## config.mk

```make
export PLATFORM = sky130hd
export DESIGN_NAME = ssc_status
export DESIGN_NICKNAME = d
export VERILOG_FILES = /design/src/ssc_pkg.sv /design/src/ssc_status.sv
export VERILOG_INCLUDE_DIRS = /design/src
export SDC_FILE = /design/constraint.sdc
export NUM_CORES = 1
export LEC_CHECK = 0
export BUFFER_PORTS_ARGS = -buffer_cell sky130_fd_sc_hd__buf_4
export CAP_MARGIN = 30
export CORE_AREA = 8 8 233 235
export DETAILED_ROUTE_END_ITERATION = 8
export DIE_AREA = 0 0 241 243
export SLEW_MARGIN = 40
export SYNTH_ARGS = -nofsm -noshare
export SYNTH_HDL_FRONTEND = slang
export SYNTH_SLANG_ARGS = --single-unit
export TNS_END_PERCENT = 1
```

## constraint.sdc

```tcl
create_clock -name MCLK_I -period 1.9 [get_ports MCLK_I]
set_clock_uncertainty 0.15 [all_clocks]
set_input_delay 0.19 -clock MCLK_I [delete_from_list [all_inputs] [get_ports MCLK_I]]
set_output_delay 0.19 -clock MCLK_I [all_outputs]
set_load 0.03 [all_outputs]
```

## src/ssc_params.svh

```systemverilog
// Purpose: Constants for the supervisor status register block.
// Assumes: Included by bare name from the package and the design.
// Notes:   Bit positions are the same in both register widths, apart from the dirty summary and the wide-only user width.
`ifndef SSC_PARAMS_SVH
`define SSC_PARAMS_SVH
`define SSC_ADDR_STATUS   4'h0
`define SSC_ADDR_MODE     4'h1
`define SSC_INT_EN_BIT    1
`define SSC_PREV_IE_BIT   5
`define SSC_USER_BE_BIT   6
`define SSC_PREV_PRIV_BIT 8
`define SSC_VEC_CTX_LO    9
`define SSC_FLT_CTX_LO    13
`define SSC_EXT_CTX_LO    15
`define SSC_USER_ACC_BIT  18
`define SSC_EXEC_RD_BIT   19
`define SSC_PREV_LP_BIT   23
`define SSC_TRAP_DIS_BIT  24
`define SSC_DIRTY32_BIT   31
`define SSC_UWIDTH_LO     32
`define SSC_DIRTY64_BIT   63
`define SSC_UWIDTH_32     2'h1
`define SSC_UWIDTH_64     2'h2
`define SSC_MASK_WIDE     64'h8000_0003_018c_6762
`define SSC_MASK_NARROW   64'h0000_0000_818c_6762
`define SSC_CTX_DIRTY     2'h3
`define SSC_RST_PRIV      1'h1
`define SSC_RST_BIT       1'h0
`define SSC_RST_CTX       2'h0
`define SSC_NARROW        32
`endif

```

## src/ssc_pkg.sv

```systemverilog
// Purpose: Types shared by the supervisor status register block.
// Assumes: Nothing beyond the constants header.
// Notes:   Read data is held at the widest width and sliced by the module.
`include "ssc_params.svh"
package ssc_pkg;
    typedef struct packed {
        logic        priv;
        logic        sie;
        logic        prev_ie;
        logic        prev_priv;
        logic        user_be;
        logic        user_acc;
        logic        exec_rd;
        logic        prev_lp;
        logic        trap_dis;
        logic [1:0]  flt_ctx;
        logic [1:0]  vec_ctx;
        logic [1:0]  uwidth;
        logic [63:0] rdata;
    } ssc_state_t;
endpackage

```

## src/ssc_status.sv

```systemverilog
// Purpose: Supervisor status register with trap entry, trap return and user width handling.
// Assumes: Trap and return pulses come from the hart sequencer, never both needed at once.
// Notes:   Address wrap and operand truncation are combinational datapath terms.
`timescale 1ns/1ns
`include "ssc_params.svh"
module ssc_status #(
    parameter int SUP_WIDTH = 64,
    parameter int NIRQ      = 16
) (
    input  wire logic                 MCLK_I,
    input  wire logic                 RST_N_I,
    input  wire logic [3:0]           ADDR_I,
    input  wire logic [SUP_WIDTH-1:0] WD_I,
    input  wire logic                 WE_I,
    input  wire logic                 RE_I,
    output logic      [SUP_WIDTH-1:0] RD_O,
    input  wire logic                 TRAP_I,
    input  wire logic                 TRAP_FROM_USER_I,
    input  wire logic                 TRAP_RET_I,
    output logic                      PRIV_SUP_O,
    input  wire logic [NIRQ-1:0]      INT_PEND_I,
    input  wire logic [NIRQ-1:0]      INT_MASK_I,
    output logic                      INT_TAKE_O,
    input  wire logic [SUP_WIDTH-1:0] OPERAND_I,
    output logic      [SUP_WIDTH-1:0] OPERAND_O,
    input  wire logic [SUP_WIDTH-1:0] RESULT_I,
    input  wire logic [SUP_WIDTH-1:0] DEST_OLD_I,
    input  wire logic                 HINT_I,
    output logic      [SUP_WIDTH-1:0] RESULT_O,
    input  wire logic [SUP_WIDTH-1:0] ADDR_EFF_I,
    output logic      [SUP_WIDTH-1:0] ADDR_EFF_O
);
    ssc_pkg::ssc_state_t st_r;
    ssc_pkg::ssc_state_t st_nxt;
    logic [63:0]         view;
    logic [63:0]         wd64;
    logic                dirty;
    logic                narrow;

    // Only the fields a supervisor may see are assembled; reserved bits stay zero.
    // The view is built at the widest width so that one read path serves both widths.
    // A narrow supervisor simply drops the upper half when the word leaves the block.
    always_comb begin
        dirty = (st_r.flt_ctx == `SSC_CTX_DIRTY) || (st_r.vec_ctx == `SSC_CTX_DIRTY); // Extra state is fixed clean.
        view = 64'h0;
        view[`SSC_INT_EN_BIT] = st_r.sie;
        view[`SSC_PREV_IE_BIT] = st_r.prev_ie;
        view[`SSC_USER_BE_BIT] = st_r.user_be;
        view[`SSC_PREV_PRIV_BIT] = st_r.prev_priv;
        view[`SSC_VEC_CTX_LO+:2] = st_r.vec_ctx;
        view[`SSC_FLT_CTX_LO+:2] = st_r.flt_ctx;
        view[`SSC_USER_ACC_BIT] = st_r.user_acc;
        view[`SSC_EXEC_RD_BIT] = st_r.exec_rd;
        view[`SSC_PREV_LP_BIT] = st_r.prev_lp;
        view[`SSC_TRAP_DIS_BIT] = st_r.trap_dis;
        if (SUP_WIDTH > `SSC_NARROW) begin
            view[`SSC_UWIDTH_LO+:2] = st_r.uwidth;
            view[`SSC_DIRTY64_BIT] = dirty;
        end else begin
            view[`SSC_DIRTY32_BIT] = dirty;
        end
        // Write data is widened once so field slices never run past a narrow bus.
        wd64 = 64'h0;
        wd64[SUP_WIDTH-1:0] = WD_I;
    end

    // Next state: software write first, then trap or return override it, so a hardware event is never lost.
    // Read data is captured here so that it stands for exactly one cycle after the strobe.
    always_comb begin
        st_nxt = st_r;
        st_nxt.rdata = 64'h0;
        if (RE_I && ADDR_I == `SSC_ADDR_STATUS) begin
            st_nxt.rdata = view;
        end else if (RE_I && ADDR_I == `SSC_ADDR_MODE) begin
            st_nxt.rdata[0] = st_r.priv; // Only user or supervisor is shown
        end
        if (WE_I && ADDR_I == `SSC_ADDR_STATUS) begin
            // Every field lands in the one shared copy a machine view would also use
            st_nxt.sie = wd64[`SSC_INT_EN_BIT];
            st_nxt.prev_ie = wd64[`SSC_PREV_IE_BIT];
            st_nxt.user_be = wd64[`SSC_USER_BE_BIT];
            st_nxt.prev_priv = wd64[`SSC_PREV_PRIV_BIT];
            st_nxt.vec_ctx = wd64[`SSC_VEC_CTX_LO+:2];
            st_nxt.flt_ctx = wd64[`SSC_FLT_CTX_LO+:2];
            st_nxt.user_acc = wd64[`SSC_USER_ACC_BIT];
            st_nxt.exec_rd = wd64[`SSC_EXEC_RD_BIT];
            st_nxt.prev_lp = wd64[`SSC_PREV_LP_BIT];
            st_nxt.trap_dis = wd64[`SSC_TRAP_DIS_BIT];
            // Only 32 and 64 bit codes are legal here; 128 and zero keep the old value
            if (SUP_WIDTH > `SSC_NARROW && (wd64[`SSC_UWIDTH_LO+:2] == `SSC_UWIDTH_32 ||
                                            wd64[`SSC_UWIDTH_LO+:2] == `SSC_UWIDTH_64)) begin
                st_nxt.uwidth = wd64[`SSC_UWIDTH_LO+:2];
            end
        end
        // Trap entry takes priority over a return in the same cycle; the sequencer never asks for both.
        if (TRAP_I) begin
            st_nxt.prev_priv = !TRAP_FROM_USER_I;
            st_nxt.prev_ie = st_r.sie;
            st_nxt.sie = 1'h0;
            st_nxt.priv = 1'h1;
        end else if (TRAP_RET_I) begin
            st_nxt.priv = st_r.prev_priv;
            st_nxt.prev_priv = 1'h0;
            st_nxt.sie = st_r.prev_ie;
            st_nxt.prev_ie = 1'h1;
        end
    end

    // All state lives in one registered copy.
    // Reset leaves the hart in supervisor mode with the widest legal user width.
    always_ff @(posedge MCLK_I or negedge RST_N_I) begin
        if (!RST_N_I) begin
            st_r.priv <= `SSC_RST_PRIV;
            st_r.sie <= `SSC_RST_BIT;
            st_r.prev_ie <= `SSC_RST_BIT;
            st_r.prev_priv <= `SSC_RST_BIT;
            st_r.user_be <= `SSC_RST_BIT;
            st_r.user_acc <= `SSC_RST_BIT;
            st_r.exec_rd <= `SSC_RST_BIT;
            st_r.prev_lp <= `SSC_RST_BIT;
            st_r.trap_dis <= `SSC_RST_BIT;
            st_r.flt_ctx <= `SSC_RST_CTX;
            st_r.vec_ctx <= `SSC_RST_CTX;
            st_r.uwidth <= (SUP_WIDTH > `SSC_NARROW) ? `SSC_UWIDTH_64 : 2'h0;
            st_r.rdata <= 64'h0;
        end else begin
            st_r <= st_nxt;
        end
    end

    // Global enable is forced on in user mode; each source still needs its own mask bit.
    // The take signal is combinational so that a mask change acts in the same cycle.
    always_comb begin
        INT_TAKE_O = (!st_r.priv || st_r.sie) && |(INT_PEND_I & INT_MASK_I);
        PRIV_SUP_O = st_r.priv;
        RD_O = st_r.rdata[SUP_WIDTH-1:0];
        narrow = (SUP_WIDTH > `SSC_NARROW) && !st_r.priv && st_r.uwidth == `SSC_UWIDTH_32;
    end

    // Width adaptation is only built when the supervisor is wider than the narrow mode.
    // Operands are zeroed above the narrow width, which is one legal way of ignoring them.
    // Addresses are wrapped by the same zeroing, so user code only reaches the low window.
    generate
        if (SUP_WIDTH > `SSC_NARROW) begin : g_wide
            always_comb begin
                OPERAND_O = OPERAND_I;
                ADDR_EFF_O = ADDR_EFF_I;
                RESULT_O = RESULT_I;
                if (narrow) begin
                    OPERAND_O = {{(SUP_WIDTH-`SSC_NARROW){1'b0}}, OPERAND_I[`SSC_NARROW-1:0]};
                    RESULT_O = {{(SUP_WIDTH-`SSC_NARROW){RESULT_I[`SSC_NARROW-1]}}, RESULT_I[`SSC_NARROW-1:0]};
                    ADDR_EFF_O = {{(SUP_WIDTH-`SSC_NARROW){1'b0}}, ADDR_EFF_I[`SSC_NARROW-1:0]};
                end
                // Skipping writeback keeps the hint cheap; upper bits are left as they were.
                if (narrow && HINT_I) begin
                    RESULT_O = DEST_OLD_I;
                end
            end
        end else begin : g_narrow
            always_comb begin
                OPERAND_O = OPERAND_I;
                ADDR_EFF_O = ADDR_EFF_I;
                RESULT_O = RESULT_I; // User width is always 32 here
            end
        end
    endgenerate
endmodule

```

==> impl_metrics.json <==
{
  "syn_area_per_cell_um2": 8.01,
  "via_per_inst": 2.93,
  "critPathLaunchType": "flip-flop",
  "maxSlewViolCount": 0,
  "grt.overflow.total": 0,
  "max_freq_ghz": 0.451,
  "critPathKind": "flip-flop to output port",
  "max-cap-violations": 0,
  "initial_core_util_pct": 7.35,
  "vdd_drop_max_mv": 0.348,
  "stdcell_count": 1486,
  "wl_per_cell_um": 16.4,
  "path_clk_slew_ns": 0.05,
  "drt_wl_total_um": 24300,
  "ant_nets": 0,
  "cts_tree": "built",
  "leakage_nw": 3.66,
  "yosysTopAreaCellShare_pct": 26.4,
  "grt_first_pass_wirelength_um": 32100,
  "max-clock-path-buffers": 2,
  "core_um2": 50700,
  "arrival_ns": 1.88,
  "fin_ws_ns": -0.318,
  "cts_buffers": 5,
  "synth_seq_cells": 31,
  "r2r_slack_ns": 0.34,
  "synth_top_cell_by_area": "buf_4",
  "synth_compound_gate_area_share_pct": 12.6,
  "status": "complete, but fails checks",
  "root_buffer": "clkbuf_16",
  "crit_top_cell": "buf_12",
  "layout_commonest_cell": "buf_4",
  "antenna_found_initial": 9,
  "fp.dieW_um": 241,
  "grt_pass1_vias": 4977,
  "clock_latency_ns": 0.27,
  "seq_area_um2": 778,
  "netlist_area_um2": 3720,
  "rsz0062_at_grt": "true",
  "drc": 0,
  "numPortBuffers": 395,
  "r2r_end": "st_r[77]",
  "nets": 1167,
  "die_h_um": 243,
  "reg2regPathDepth": 3,
  "synth_top_family_by_area": "buffers and inverters",
  "multi_input_comb_area_um2": 2040,
  "synthCells": 465,
  "synth-simple-area-share_pct": 22.1,
  "yosys-top-cells-area": "buf_4 (26%), dfrtp_1 (19%), mux2_4 (12%), nor2b_1 (11%), a21oi_1 (8.9%)",
  "whs_path_depth": 3,
  "first_iter_violations": 134,
  "fin_util_pct": 14.8,
  "violations": "setup timing",
  "first_pass_iters": 4,
  "layout_common_cells": "buf_4 (366), a21oi_1 (64), buf_6 (51), nor2b_1 (50), conb_1 (48)",
  "via_count": 4354,
  "critPathRequiredTime_ns": 1.56,
  "clock-sinks": 31,
  "whs_ns": 0.0324,
  "hold_viol": 0,
  "synthAdderAreaFrac_pct": 0,
  "yosysWarningCount": 0,
  "dpl.cell_count": 1457,
  "gp_congestion": 0.939,
  "p_total_mw": 3.12,
  "dieArea_um2": 58600,
  "grt_max_degree": 32,
  "rr_startpoint": "st_r[77]",
  "n_fill_cell": 5771,
  "ys_seq_area_share_pct": 20.9,
  "cpMaxStageDelayCell": "dfstp_2",
  "power.density_nw_per_um2": 417,
  "setup_viol": 113,
  "pin_count": 622,
  "fin_crit_sh_pct": 117,
  "yosys.cell_types.count": 34,
  "dpl.hpwl_um": 21600,
  "path_cells": "nor3b_4 > buf_12 > and2_4 > buf_12 > mux2_4 > buf_6",
  "end_kind": "output port",
  "critPathMaxStageDelay_ns": 0.38,
  "rows": 83,
  "grt_use_total_pct": 7.41,
  "area.growth.synth_to_final_pct": 101,
  "drive_gt1_share_pct": 60.9,
  "htreeDepth": 2,
  "hold_end": "RD_O[0]",
  "period_needed_ns": 2.22,
  "synth_xor_xnor_area_share_pct": 0,
  "critPathMaxFanout": 11,
  "hp-start": "ADDR_I[0]",
  "dp_worst_setup_slack_ns": -0.0961,
  "min_path_type": "input pin to flip-flop",
  "synthMuxAreaShare_pct": 13.0
}
## logic make-up (layout without fill, tap and decap cells)
group	Yosys count	in the layout
buf+inv	160	452
simple gates	158	158
compound gates	82	82
mux	33	33
flops	31	31
other cells	1	50
## cell type report
type,instances,area share [%]
clock buffers,8,2.09
well taps,680,11.4
diodes,2,0.0668
repair buffers,441,48.7
multi-input cells,321,27.2
flip-flops and latches,31,10.4
inverters,3,0.150
## state kept, by name (all words and copies together), names as in the netlist
name        cells
RD_O           16
st_r           14
PRIV_SUP_O      1
## layer usage
layer,GRT usage (%),up-vias,routed length [um],part of all wire (%)
met2,14.4,342,12400,51
met3,3.91,80,3480,14
met4,3.83,12,1230,5.0
met1,5.80,1898,7090,29
met5,0,-,80,0.33
li1,-,2022,-,-
## stage by stage
stage                     TNS (ns)  cell area (um2)
final                       -19.17             7490
after floorplan              -2.35             3900
after CTS                   -21.90             7440
after global routing        -29.05             7490
after detailed placement     -2.08             6840
after global placement       -1.63             6840
## worst max-delay path: cells and delay by family, from the launching register on
family / cells / cell delay (ns)
multiplexers: 1 / 0.31
flip-flops: 1 / 0.38
AND/OR/NAND/NOR: 2 / 0.45
buffers and inverters: 3 / 0.45
## Yosys cell counts
library cell    n
a32oi_1         2
dfstp_2         2
nand2_1        33
and3b_1         1
and2_4          1
mux2_2          2
o21ai_0         1
inv_1           3
nor2_1         36
and2_1         12
buf_12          3
a22oi_1         3
o221ai_1        1
clkbuf_1        7
dfrtp_1        29
nor3b_2         1
a22o_1          3
and3_1          1
buf_6           1
conb_1          1
nand3_1         1
buf_4         131
a21boi_0        1
mux2i_1         1
nand3b_1        1
a221oi_1        3
buf_2          15
a21oi_1        66
nor2b_1        65
nor3_1          5
mux2_4         30
o22a_1          1
nor3_2          1
a2111oi_2       1
## power by group
group          leakage [nW]  total, mW  internal (mW)  switching [mW]
registers             0.409      0.744          0.713          0.0307
logic                  3.18       1.57          0.748           0.817
clock network        0.0772      0.813          0.556           0.257
total                  3.66       3.12           2.02            1.11
## what timing repair did
action / CTS / global route
gates resized for setup: 69 / 12
pin swaps: 1 / 0
hold buffers: 15 / 0
endpoints found under the setup margin: 118 / 126
gates cloned: 1 / 0
endpoints found under the hold margin: 45 / 0
setup buffers: 3 / 0
## worst max path at each step
stage / start / to / slack [ns]
global placement: st_r[65] / RESULT_O[2] / -0.07
floorplan: PRIV_SUP_O / RESULT_O[43] / -0.12
detailed placement: st_r[65] / RESULT_O[8] / -0.1
CTS: PRIV_SUP_O / RESULT_O[29] / -0.34
finish: PRIV_SUP_O / RESULT_O[28] / -0.32
global route: PRIV_SUP_O / RESULT_O[23] / -0.39
(Power assumes the default switching activity.)
